$ cat src/include/gpibhs_pkg.sv
/*
  gpibhs_pkg: register map, field positions, reset values and timing
  constants for the instrument-bus handshake block.
  assumes: AXI4-Lite with 32-bit data, one clock at 100 MHz.
*/
package gpibhs_pkg;
  localparam int unsigned CLK_HZ        = 100_000_000;
  // debounce time in ns, and the whole-cycle count derived from it
  localparam int unsigned DEB_TIME_NS   = 1_000;
  localparam int unsigned DEB_CYCLES    = (DEB_TIME_NS * (CLK_HZ / 1_000_000) + 999) / 1_000;
  localparam int unsigned DEB_W         = 8;

  localparam logic [7:0] ADDR_DATA_OUT  = 8'h00;
  localparam logic [7:0] ADDR_DATA_IN   = 8'h04;
  localparam logic [7:0] ADDR_CONTROL   = 8'h08;
  localparam logic [7:0] ADDR_STATUS    = 8'h0C;
  localparam logic [7:0] ADDR_FLAGS     = 8'h10;
  localparam logic [7:0] ADDR_STROBE    = 8'h14;

  // control register bits
  localparam int unsigned CTL_EOI_OUT   = 0;
  localparam int unsigned CTL_SRQ       = 1;
  localparam int unsigned CTL_DIR       = 5;
  localparam int unsigned CTL_ADDRESSED = 6;
  localparam logic [7:0]  CTL_RESET     = 8'h20;

  // status register bits
  localparam int unsigned ST_HAND       = 0;
  localparam int unsigned ST_IFC        = 1;
  localparam int unsigned ST_SRC_IDLE   = 2;
  localparam int unsigned ST_NRFD_OUT   = 3;
  localparam int unsigned ST_ATN        = 4;
  localparam int unsigned ST_NDAC_OUT   = 5;
  localparam int unsigned ST_XCVR_EN    = 6;
  localparam int unsigned ST_EOI_IN     = 7;

  // sticky flag bits, write one to clear
  localparam int unsigned FL_HAND       = 0;
  localparam int unsigned FL_ATN_ON     = 1;
  localparam int unsigned FL_ATN_OFF    = 2;
  localparam int unsigned FL_IFC        = 3;
  localparam int unsigned FL_W          = 4;

  localparam logic [1:0] RESP_OKAY      = 2'b00;
  localparam logic [1:0] RESP_SLVERR    = 2'b10;
endpackage

$ cat src/include/gpibhs_filt_if.sv
/*
  gpibhs_filt_if: raw and filtered line bundle between the top and the
  debouncer.
  assumes: both ends on the one clock aclk.
*/
`timescale 1ns/1ps
interface gpibhs_filt_if #(parameter int N = 3);
  logic [N-1:0] raw;
  logic [N-1:0] filt;
  modport filter (input raw, output filt);
  modport user   (output raw, input filt);
endinterface

$ cat src/hw/gpibhs_debounce.sv
/*
  gpibhs_debounce: per-line stability filter for both edges.
  assumes: raw inputs already synchronised to aclk.
*/
`timescale 1ns/1ps
module gpibhs_debounce #(
  parameter int N      = 3,
  parameter int CYCLES = gpibhs_pkg::DEB_CYCLES
) (
  input  wire logic       aclk,
  input  wire logic       aresetn,
  gpibhs_filt_if.filter   lines
);
  genvar g;
  generate
    for (g = 0; g < N; g++) begin : g_line
      logic [gpibhs_pkg::DEB_W-1:0] cnt;
      logic                         q;
      wire                          differs = lines.raw[g] != q;
      wire                          done    = cnt == gpibhs_pkg::DEB_W'(CYCLES - 1);
      // output moves only after raw held the new level CYCLES cycles
      always_ff @(posedge aclk) begin
        if (!aresetn) begin
          cnt <= '0;
          q   <= 1'b0;
        end else if (!differs) begin
          cnt <= '0;
        end else if (done) begin
          cnt <= '0;
          q   <= lines.raw[g];
        end else begin
          cnt <= cnt + 1'b1;
        end
      end
      assign lines.filt[g] = q;
    end
  endgenerate
endmodule

$ cat src/hw/gpibhs_top.sv
/*
  gpibhs_top: instrument-bus handshake and line management, with the
  processor side reached over an AXI4-Lite register slave.
  assumes: bus lines arrive active-high (true = asserted) from external
  transceivers; outputs are active-high asserts, the transceiver turns
  them into open-collector drives gated by xfer_enable.
*/
`timescale 1ns/1ps
// What this block does
// - handshake event: listen and DAV, or talk and not NRFD
// - debounce gated event, then flag processor interrupt
// - source flip-flop set in listen or data accepted
// - strobe clears source flip-flop, DAV asserted
// - DAV never driven in listen mode
// - acceptor enabled when not talking or ATN
// - release NRFD only enabled and DAV false
// - DAV seen: assert NRFD, raise handshake event
// - hold NRFD until DAV gone and event low
// - NDAC held until strobe after byte read
// - ATN enables transceiver and acceptor at once
// - ATN stops data line drive at once
// - debounce ATN, set on/off flags, level bit
// - addressed bit keeps transceiver enabled after ATN
// - receive while ATN; release flag interrupts processor
// - SRQ driven from control bit, never sensed
// - IFC debounced and flags processor interrupt
// - REN never driven; ATN, IFC never transmitted
// - talk: EOI driven from control bit
// - listen: received EOI readable as bit
// - transceiver enabled when addressed or ATN
// - direction bit: low talk, high listen
module gpibhs_top (
  input  wire logic        aclk,
  input  wire logic        aresetn,
  input  wire logic [7:0]  s_axi_awaddr,
  input  wire logic        s_axi_awvalid,
  output logic             s_axi_awready,
  input  wire logic [31:0] s_axi_wdata,
  input  wire logic [3:0]  s_axi_wstrb,
  input  wire logic        s_axi_wvalid,
  output logic             s_axi_wready,
  output logic [1:0]       s_axi_bresp,
  output logic             s_axi_bvalid,
  input  wire logic        s_axi_bready,
  input  wire logic [7:0]  s_axi_araddr,
  input  wire logic        s_axi_arvalid,
  output logic             s_axi_arready,
  output logic [31:0]      s_axi_rdata,
  output logic [1:0]       s_axi_rresp,
  output logic             s_axi_rvalid,
  input  wire logic        s_axi_rready,
  input  wire logic        bus_dav_in,
  input  wire logic        bus_nrfd_in,
  input  wire logic        bus_ndac_in,
  input  wire logic        bus_atn_in,
  input  wire logic        bus_ifc_in,
  input  wire logic        bus_eoi_in,
  input  wire logic [7:0]  bus_data_in,
  output logic             bus_dav_out,
  output logic             bus_nrfd_out,
  output logic             bus_ndac_out,
  output logic             bus_eoi_out,
  output logic             bus_srq_out,
  output logic             bus_atn_out,
  output logic             bus_ifc_out,
  output logic             bus_ren_out,
  output logic             xfer_enable,
  output logic [7:0]       bus_data_out,
  output logic             bus_data_oe,
  output logic             irq_pending
);
  // two-flop synchronisers for every bus input
  logic [13:0] sync1;
  logic [13:0] sync2;
  always_ff @(posedge aclk) begin
    if (!aresetn) begin
      sync1 <= '0;
      sync2 <= '0;
    end else begin
      sync1 <= {bus_data_in, bus_eoi_in, bus_ifc_in, bus_atn_in,
                bus_ndac_in, bus_nrfd_in, bus_dav_in};
      sync2 <= sync1;
    end
  end
  wire       dav_s  = sync2[0];
  wire       nrfd_s = sync2[1];
  wire       ndac_s = sync2[2];
  wire       atn_s  = sync2[3];
  wire       ifc_s  = sync2[4];
  wire       eoi_s  = sync2[5];
  wire [7:0] data_s = sync2[13:6];

  // processor-side registers
  localparam int FLW = gpibhs_pkg::FL_W;
  logic [7:0]       control;
  logic [7:0]       data_out_reg;
  logic [FLW-1:0]   flags;

  wire direction_select_bit = control[gpibhs_pkg::CTL_DIR];
  wire addressed_output_bit = control[gpibhs_pkg::CTL_ADDRESSED];
  wire service_request_bit  = control[gpibhs_pkg::CTL_SRQ];
  wire end_marker_out_bit   = control[gpibhs_pkg::CTL_EOI_OUT];

  // listen when bit high or ATN; ATN overrides the processor at once
  wire listen_mode = direction_select_bit | atn_s;
  wire talk_mode   = ~listen_mode;

  // gated handshake condition
  wire hand_raw = (listen_mode & dav_s) | (talk_mode & ~nrfd_s);

  gpibhs_filt_if #(.N(3)) filt_bus ();
  assign filt_bus.raw = {ifc_s, atn_s, hand_raw};
  gpibhs_debounce #(
    .N      (3),
    .CYCLES (gpibhs_pkg::DEB_CYCLES)
  ) u_deb (
    .aclk    (aclk),
    .aresetn (aresetn),
    .lines   (filt_bus.filter)
  );
  wire handshake_irq_input = filt_bus.filt[0];
  wire attention_filtered  = filt_bus.filt[1];
  wire clear_irq_input     = filt_bus.filt[2];

  logic hand_d;
  logic atn_d;
  logic ifc_d;
  wire  hand_rise = handshake_irq_input & ~hand_d;
  wire  atn_rise  = attention_filtered & ~atn_d;
  wire  atn_fall  = ~attention_filtered & atn_d;
  wire  ifc_rise  = clear_irq_input & ~ifc_d;
  always_ff @(posedge aclk) begin
    if (!aresetn) begin
      hand_d <= 1'b0;
      atn_d  <= 1'b0;
      ifc_d  <= 1'b0;
    end else begin
      hand_d <= handshake_irq_input;
      atn_d  <= attention_filtered;
      ifc_d  <= clear_irq_input;
    end
  end

  // register write path
  logic       aw_held;
  logic       w_held;
  logic [7:0] aw_addr;
  logic [31:0] w_data;
  logic [3:0] w_strb;
  wire  wr_fire = aw_held & w_held & ~s_axi_bvalid;
  wire  wr_ctl  = wr_fire & (aw_addr == gpibhs_pkg::ADDR_CONTROL) & w_strb[0];
  wire  wr_dout = wr_fire & (aw_addr == gpibhs_pkg::ADDR_DATA_OUT) & w_strb[0];
  wire  wr_flg  = wr_fire & (aw_addr == gpibhs_pkg::ADDR_FLAGS) & w_strb[0];
  wire  wr_stb  = wr_fire & (aw_addr == gpibhs_pkg::ADDR_STROBE) & w_strb[0];
  wire  wr_ok   = (aw_addr == gpibhs_pkg::ADDR_CONTROL) |
                  (aw_addr == gpibhs_pkg::ADDR_DATA_OUT) |
                  (aw_addr == gpibhs_pkg::ADDR_FLAGS) |
                  (aw_addr == gpibhs_pkg::ADDR_STROBE);
  // writing bit 0 of the strobe register pulses the processor strobe
  wire  cpu_handshake_strobe = wr_stb & w_data[0];

  assign s_axi_awready = ~aw_held;
  assign s_axi_wready  = ~w_held;
  always_ff @(posedge aclk) begin
    if (!aresetn) begin
      aw_held <= 1'b0;
      w_held  <= 1'b0;
      aw_addr <= '0;
      w_data  <= '0;
      w_strb  <= '0;
    end else begin
      if (s_axi_awvalid & ~aw_held) begin
        aw_held <= 1'b1;
        aw_addr <= s_axi_awaddr;
      end else if (wr_fire) begin
        aw_held <= 1'b0;
      end
      if (s_axi_wvalid & ~w_held) begin
        w_held <= 1'b1;
        w_data <= s_axi_wdata;
        w_strb <= s_axi_wstrb;
      end else if (wr_fire) begin
        w_held <= 1'b0;
      end
    end
  end
  always_ff @(posedge aclk) begin
    if (!aresetn) begin
      s_axi_bvalid <= 1'b0;
      s_axi_bresp  <= gpibhs_pkg::RESP_OKAY;
    end else if (wr_fire) begin
      s_axi_bvalid <= 1'b1;
      s_axi_bresp  <= wr_ok ? gpibhs_pkg::RESP_OKAY : gpibhs_pkg::RESP_SLVERR;
    end else if (s_axi_bready) begin
      s_axi_bvalid <= 1'b0;
    end
  end

  always_ff @(posedge aclk) begin
    if (!aresetn) begin
      control      <= gpibhs_pkg::CTL_RESET;
      data_out_reg <= '0;
    end else begin
      if (wr_ctl) begin
        control <= w_data[7:0];
      end
      if (wr_dout) begin
        data_out_reg <= w_data[7:0];
      end
    end
  end

  // sticky flags: a new event wins over a same-cycle clear
  wire [FLW-1:0] flag_set = {ifc_rise, atn_fall, atn_rise, hand_rise};
  wire [FLW-1:0] flag_clr = wr_flg ? w_data[FLW-1:0] : '0;
  wire [FLW-1:0] next_flags = (flags & ~flag_clr) | flag_set;
  always_ff @(posedge aclk) begin
    if (!aresetn) begin
      flags <= '0;
    end else begin
      flags <= next_flags;
    end
  end
  assign irq_pending = |flags;

  // source handshake: 1 = idle (set), strobe clears it to send DAV
  logic src_idle;
  wire  data_accepted = ~ndac_s;
  always_ff @(posedge aclk) begin
    if (!aresetn) begin
      src_idle <= 1'b1;
    end else if (listen_mode | data_accepted) begin
      src_idle <= 1'b1;
    end else if (cpu_handshake_strobe) begin
      src_idle <= 1'b0;
    end
  end
  // partner are relied upon: DAV only goes out after
  // NRFD released (processor waits for the event), and only while NDAC is asserted
  wire dav_assert = ~src_idle & talk_mode;

  // acceptor handshake
  wire acc_enable = ~talk_mode | atn_s;
  logic accept_ready;   // acceptor_ready_stage: set while DAV false
  logic ndac_hold;      // byte not yet taken by processor
  always_ff @(posedge aclk) begin
    if (!aresetn) begin
      accept_ready <= 1'b0;
      ndac_hold    <= 1'b0;
    end else begin
      if (dav_s) begin
        accept_ready <= 1'b0;
      end else begin
        accept_ready <= 1'b1;
      end
      if (!acc_enable) begin
        ndac_hold <= 1'b0;
      end else if (dav_s & accept_ready) begin
        ndac_hold <= 1'b1;
      end else if (cpu_handshake_strobe) begin
        ndac_hold <= 1'b0;
      end
    end
  end
  // ready_hold_stage keeps NRFD until DAV gone and filtered event low
  wire ready_hold_stage = handshake_irq_input & listen_mode;
  wire nrfd_assert = acc_enable &
                     (dav_s | ~accept_ready | ready_hold_stage | ndac_hold);
  // first DAV cycle covers the edge before ndac_hold is set; strobe frees NDAC
  wire ndac_assert = acc_enable & (ndac_hold | (dav_s & accept_ready));

  // listen/talk steering: acceptor is silent when enabled only by talk
  wire acc_drive  = acc_enable & listen_mode;
  wire xcvr_en    = addressed_output_bit | atn_s;

  always_ff @(posedge aclk) begin
    if (!aresetn) begin
      bus_dav_out  <= 1'b0;
      bus_nrfd_out <= 1'b0;
      bus_ndac_out <= 1'b0;
      bus_eoi_out  <= 1'b0;
      bus_srq_out  <= 1'b0;
      xfer_enable  <= 1'b0;
      bus_data_out <= '0;
      bus_data_oe  <= 1'b0;
    end else begin
      bus_dav_out  <= dav_assert;
      bus_nrfd_out <= acc_drive & nrfd_assert;
      bus_ndac_out <= acc_drive & ndac_assert;
      bus_eoi_out  <= talk_mode & end_marker_out_bit;
      bus_srq_out  <= service_request_bit;
      xfer_enable  <= xcvr_en;
      bus_data_out <= data_out_reg;
      bus_data_oe  <= talk_mode & xcvr_en;
    end
  end
  // never transmitted; SRQ and REN inputs do not exist here
  assign bus_atn_out = 1'b0;
  assign bus_ifc_out = 1'b0;
  assign bus_ren_out = 1'b0;

  // read path
  wire [7:0] status = {listen_mode & eoi_s, xcvr_en, bus_ndac_out, attention_filtered,
                       bus_nrfd_out, src_idle, clear_irq_input,
                       handshake_irq_input};
  wire [31:0] rd_word =
    (s_axi_araddr == gpibhs_pkg::ADDR_DATA_OUT) ? {24'h00_0000, data_out_reg} :
    (s_axi_araddr == gpibhs_pkg::ADDR_DATA_IN)  ? {24'h00_0000, data_s} :
    (s_axi_araddr == gpibhs_pkg::ADDR_CONTROL)  ? {24'h00_0000, control} :
    (s_axi_araddr == gpibhs_pkg::ADDR_STATUS)   ? {24'h00_0000, status} :
    (s_axi_araddr == gpibhs_pkg::ADDR_FLAGS)    ? {28'h000_0000, flags} :
    32'h0000_0000;
  wire rd_ok = (s_axi_araddr == gpibhs_pkg::ADDR_DATA_OUT) |
               (s_axi_araddr == gpibhs_pkg::ADDR_DATA_IN) |
               (s_axi_araddr == gpibhs_pkg::ADDR_CONTROL) |
               (s_axi_araddr == gpibhs_pkg::ADDR_STATUS) |
               (s_axi_araddr == gpibhs_pkg::ADDR_FLAGS) |
               (s_axi_araddr == gpibhs_pkg::ADDR_STROBE);
  assign s_axi_arready = ~s_axi_rvalid;
  always_ff @(posedge aclk) begin
    if (!aresetn) begin
      s_axi_rvalid <= 1'b0;
      s_axi_rdata  <= '0;
      s_axi_rresp  <= gpibhs_pkg::RESP_OKAY;
    end else if (s_axi_arvalid & ~s_axi_rvalid) begin
      s_axi_rvalid <= 1'b1;
      s_axi_rdata  <= rd_word;
      s_axi_rresp  <= rd_ok ? gpibhs_pkg::RESP_OKAY : gpibhs_pkg::RESP_SLVERR;
    end else if (s_axi_rready) begin
      s_axi_rvalid <= 1'b0;
    end
  end
endmodule

$ cat config.mk
export PLATFORM = sky130hd
export DESIGN_NAME = gpibhs_top
export DESIGN_NICKNAME = d
export VERILOG_FILES = /design/src/include/gpibhs_pkg.sv /design/src/include/gpibhs_filt_if.sv /design/src/hw/gpibhs_debounce.sv /design/src/hw/gpibhs_top.sv
export SDC_FILE = /design/constraint.sdc
export NUM_CORES = 1
export LEC_CHECK = 0
export BUFFER_PORTS_ARGS = -buffer_cell sky130_fd_sc_hd__buf_2
export CAP_MARGIN = 5
export CORE_UTILIZATION = 35
export CTS_CLUSTER_SIZE = 30
export DETAILED_ROUTE_END_ITERATION = 8
export PLACE_DENSITY_LB_ADDON = 0.08
export SYNTH_ARGS = -nofsm -noshare
export SYNTH_HDL_FRONTEND = slang
export SYNTH_HIERARCHICAL = 1
export SYNTH_SLANG_ARGS = --single-unit
$ cat constraint.sdc
create_clock -name aclk -period 2 [get_ports aclk]
set_input_delay 0 -clock aclk [delete_from_list [all_inputs] [get_ports aclk]]
set_output_delay 0 -clock aclk [all_outputs]
set_load 0.01 [all_outputs]
# Word level (Yosys, flattened, before mapping)
# Index checks and enable logic that the tools add are counted.
# totals
wordCells	154
reg_bits	153
out_inout_bits	60
inputBits	73
# op_classes
n_reduce_logical	16
n_eq_ne	14
muxes	18
bitwise	68
addsub	3
# op_table
operator	count
8-bit by 5-bit == test with 1-bit output (second input constant)	4
8-bit two-way mux	4
1-bit bitwise AND	31
8-bit by 1-bit adder with 8-bit output (second input constant)	3
8-bit by 4-bit == test with 1-bit output (second input constant)	3
8-bit by 7-bit == test with 1-bit output (second input constant)	3
1-bit NOT	17
1-bit bitwise OR	17
8-bit logical NOT	2
1-bit two-way mux	10
2-bit nonzero test	5
3-bit OR reduction	3
8-bit by 3-bit == test with 1-bit output (second input constant)	1
4-bit two-way mux	2
2-bit AND reduction	4
4-bit bitwise AND	1
2-bit two-way mux	2
4-bit NOT	1
4-bit bitwise OR	1
4-bit OR reduction	1
1-bit != test	3
2-bit OR reduction	1

# Depth between registers and ports, before layout
# depth
depth_word	8
mapped_depth	6
mapped_depth_nobuf	6

# Modules after synthesis
# Netlist, hierarchy kept.
# by_module_without_submodules
module	cells_each	seq_area_each_um2	instances	area_each_um2
gpibhs_top	393	2001.9	1	3953.8
gpibhs_debounce	128	540.5	1	1188.6

# Worst setup path before layout
# Ideal clock, no wire load.
# synth_timing
path_type	flip-flop to flip-flop
start	register u_deb/g_line[2].cnt[0] (netlist bit)
end	register u_deb.g_line[2].q
setup_slack_ns	0.352
t_arrival_ns	1.578
path_stages_with_launch	5
setup_ns	0.070
path_buffers	0
synth_period_minus_slack_ns	1.648
required_ns	1.930
path_cell_list	dfxtp_1 > ha_1 > or4b_4 > or4b_1 > a21oi_1
# synth_between
elab_chain_len	2
# synth_rtl
item	line	text
from (decl)	gpibhs_debounce.sv:17	logic [gpibhs_pkg::DEB_W-1:0] cnt;
from (signal assigned)	gpibhs_debounce.sv:32	cnt <= cnt + 1'b1;
8-bit by 7-bit == test with 1-bit output	gpibhs_debounce.sv:20	wire done = cnt == gpibhs_pkg::DEB_W'(CYCLES - 1);
2-bit AND reduction (no line)	n/a	
to (signal assigned)	gpibhs_debounce.sv:30	q <= lines.raw[g];
to (decl)	gpibhs_debounce.sv:18	logic q;
# Every way passes these cells.
# A chain may end at the register's enable or synchronous reset.

# Worst setup path after layout
# layout_timing
start	register s_axi_rvalid
end	register s_axi_rresp[1]
# layout_between
elab_chain_len	2
# layout_rtl
item	line	text
from (decl)	gpibhs_top.sv:50	output logic s_axi_rvalid,
from (signal assigned)	gpibhs_top.sv:322	s_axi_rvalid <= 1'b0;
from (signal assigned)	gpibhs_top.sv:326	s_axi_rvalid <= 1'b1;
from (signal assigned)	gpibhs_top.sv:330	s_axi_rvalid <= 1'b0;
1-bit NOT	gpibhs_top.sv:325	end else if (s_axi_arvalid & ~s_axi_rvalid) begin
1-bit bitwise AND	gpibhs_top.sv:325	
to (signal assigned)	gpibhs_top.sv:324	s_axi_rresp <= gpibhs_pkg::RESP_OKAY;
to (signal assigned)	gpibhs_top.sv:328	s_axi_rresp <= rd_ok ? gpibhs_pkg::RESP_OKAY : gpibhs_pkg::RESP_SLVERR;
to (decl)	gpibhs_top.sv:49	output logic [1:0] s_axi_rresp,
# Every way passes these cells.

==> flow_metrics.py <==
metrics = {
    "outcome": {
        "status": "completed",
    },
    "power_and_ir_drop": {
        "p_sw_mw": 1.294,
        "pwr-share-clk": 0.477,
        "power.share.sequential": 0.459,
        "power_leakage_nw": 2.758,
        "p_sw_frac": 0.2251,
        "peakVddDrop_v": 0.0005160,
        "p_per_area_nw_per_um2": 882.0,
        "p_comb_frac": 0.064,
        "internal_power_mw": 4.457,
    },
    "timing": {
        "clock_skew_ps": 9.134,
        "timing.final.ws_setup_ps": 205.9,
        "min_period_ps": 1794,
        "fmax_mhz": 557.4,
        "rsz0062_at_grt": "no",
        "fin_setup_tns_ps": 0,
        "period_share": 0.8970,
        "hold_violations": 0,
        "drv_slew": 0,
        "setup_viol": 0,
    },
    "floorplan": {
        "fp.coreArea_sq_um": 14100,
        "initial_utilization": 0.3648,
        "io-pin-count": 133,
        "fp.dieW_microns": 123.2,
        "num_rows": 43,
        "dieArea_sq_um": 15180,
        "die_h_microns": 123.2,
    },
    "final_layout": {
        "antennaDiodeCount": 0,
        "fillCellCount": 1392,
        "multi_input_area_sq_um": 2345,
        "biggestRegsByFlops": "u_deb/g_line.cnt (24), sync1 (14), sync2 (14)",
        "regArea_sq_um": 2542,
        "final_common_cell": "dfxtp_1",
        "area_growth_pct": 26.81,
        "layout_common_cells": "127 x dfxtp_1, 76 x buf_2, 43 x nor2b_1",
        "layout.nets": 717,
        "largest_register": "u_deb/g_line.cnt",
        "largest_reg_flops": 24,
        "fin_area_sq_um": 6521,
        "post-route-util": 0.4626,
        "final_layout_size_suffix_gt1_frac": 0.1979,
    },
    "synthesis": {
        "async_flop_share": 0,
        "ys_seq_elements": 127,
        "synth_flop_cell": "dfxtp_1",
        "ys_types": 55,
        "synthCells": 521,
        "synthTopCellsByArea": "dfxtp_1 49%, mux2i_1 5.5%, nor2b_1 5.2%, buf_4 5.0%, and2_1 4.9%",
        "netlist_area_sq_um": 5142,
        "syn_area_per_cell_sq_um": 9.870,
        "ys_warn_count": 6,
        "synth_largest_area_cell": "dfxtp_1",
        "synth.top_cell.area_share": 0.4944,
        "synth-edff-count": 0,
        "ys_seq_area_frac": 0.4944,
    },
    "setup_path": {
        "max_stage_delay_ps": 600,
        "path_delay_family": "buffers and inverters",
        "critPathLaunchType": "register",
        "crit_buf_inv": 1,
        "slowest_stage": "dlygate4sd3_1",
        "critPathKind": "register to register",
        "cp.arrival_ps": 2090,
        "worstPathRequired_ps": 2290,
        "critPathMaxFanout": 10,
        "end_kind": "register",
        "path_cells": "nand2b_2, a2111oi_1, dlygate4sd3_1, nor2_1",
    },
    "route": {
        "vias": 3846,
        "drt_iter0_drc": 152,
        "dr.pass1.iters": 5,
        "wl_per_cell_microns": 13.41,
        "drt-vias-per-instance": 4.623,
        "drc_errors": 0,
        "ant_nets": 0,
        "drt-total-wl_mm": 11.16,
    },
    "run": {
        "cap_violations": 0,
    },
    "cts": {
        "cts_tree": "done",
        "cts_setup_buffers": 0,
        "cts.sinks": 127,
        "cts_root_buf": "clkbuf_16",
        "numCtsBuffers": 17,
        "clock_latency_ps": 410,
        "cts.reportedPaths.clkPinSlew_ps": 50,
        "clk_path_buf_depth": 2,
        "cts-htree-levels": 4,
    },
    "global_routing": {
        "overflow": 0,
        "grt_max_degree": 38,
        "grt_pass1_vias": 3610,
        "antenna_found_initial": 0,
        "grt_use_total": 0.1569,
        "grt_pass1_wl_mm": 17.80,
    },
    "place": {
        "dpl.hpwl_mm": 7.790,
        "numPortBuffers": 76,
        "placed_cell_area_sq_um": 5610,
        "dp_slack_ps": 297.9,
        "place_congestion": 0.7524,
    },
    "worst_hold_path": {
        "hold_path.class": "input port to register",
    },
}
[metal layers]
metal	routed length, microns	global-route usage
met1	5052	0.1868
met2	5519	0.2654
met3	493	0.04428
met4	92	0.06250
met5	0	0
[power by group through the flow]
stage | registers [mW] | clock network (mW) | logic [mW]
4_1_cts | 2.64 | 2.83 | 0.372
3_5_place_dp | 2.69 | 0 | 0.316
2_1_floorplan | 2.68 | 0 | 0.241
6_report | 2.64 | 2.74 | 0.369
3_3_place_gp | 2.69 | 0 | 0.313
5_1_grt | 2.65 | 2.95 | 0.410
[kinds of logic after synthesis]
| logic type | synth area share |
|---|---|
| other | 0.0007292 |
| buffers and inverters | 0.07056 |
| xor gates and xnor gates | 0.02044 |
| adders and majority gates | 0.007300 |
| AOI/OAI and AO/OA | 0.09660 |
| DFF | 0.4944 |
| muxes | 0.06983 |
| and+or+nand+nor | 0.2401 |
[area by class of cell]
| class | count | area share |
|---|---|---|
| flip-flops and latches | 127 | 0.3899 |
| multi-input cells | 361 | 0.3596 |
| repair buffers | 126 | 0.1305 |
| clock buffers | 18 | 0.06581 |
| well taps | 180 | 0.03454 |
| clock inverters | 12 | 0.01516 |
| inverters | 8 | 0.004605 |
[worst reg2reg max path: stages, from the launching register on]
cell,delay (ps)
dfxtp_1,350
nand2b_2,320
a2111oi_1,380
dlygate4sd3_1,600
nor2_1,40
[stage by stage]
step / std cells / hold WS, ps / total power, mW
detailed placement: 764 / 209.8 / 3.009
global placement: 764 / 204.9 / 3.004
CTS: 832 / 7.266 / 5.839
floorplan: 549 / 115.8 / 2.926
finish: 832 / 8.470 / 5.752
global route: 832 / 24.36 / 6.001
[worst paths after layout]
kind                                   from                          end  slack [ps]  depth (start not counted)
setup / recovery  s_axi_rvalid$_SDFFE_PN0P_  s_axi_rresp[1]$_SDFFE_PN0P_         210                          4
hold / removal                      aresetn    s_axi_bvalid$_SDFFE_PN0P_           8                          2
setup reg to reg  s_axi_rvalid$_SDFFE_PN0P_  s_axi_rresp[1]$_SDFFE_PN0P_         210                          4
hold reg to reg         sync2[2]$_SDFF_PN0_        src_idle$_SDFFE_PP1P_         380                          1
[what timing repair did]
action,4_1_cts,5_1_grt
resized for setup,0,1
endpoints found under the setup margin,0,1
hold buffers,38,0
hold endpoints to repair,40,0
[synthesized netlist by cell type, types with 3 or more instances]
library cell  number
a21oi_1           15
buf_2              5
xnor2_1            3
clkbuf_1          14
buf_4             34
nor3b_1            4
nand3_1           10
a21boi_0          10
and3_1             4
nor2b_1           43
o31ai_1            3
dfxtp_1          127
nand4_1            3
inv_1              8
nand2b_1           4
nor3_1            10
and2_1            40
a211oi_1           8
nand4b_1           4
mux4_2             3
or3_1              8
o21ai_0           19
o32ai_1            3
nand2_1           37
ha_1               3
nor4_1             3
xor2_1             9
a22oi_1            3
nor2_1            21
mux2i_1           28
o21a_1             4
o21ai_1            4
Power figures use the tool's default switching activity.
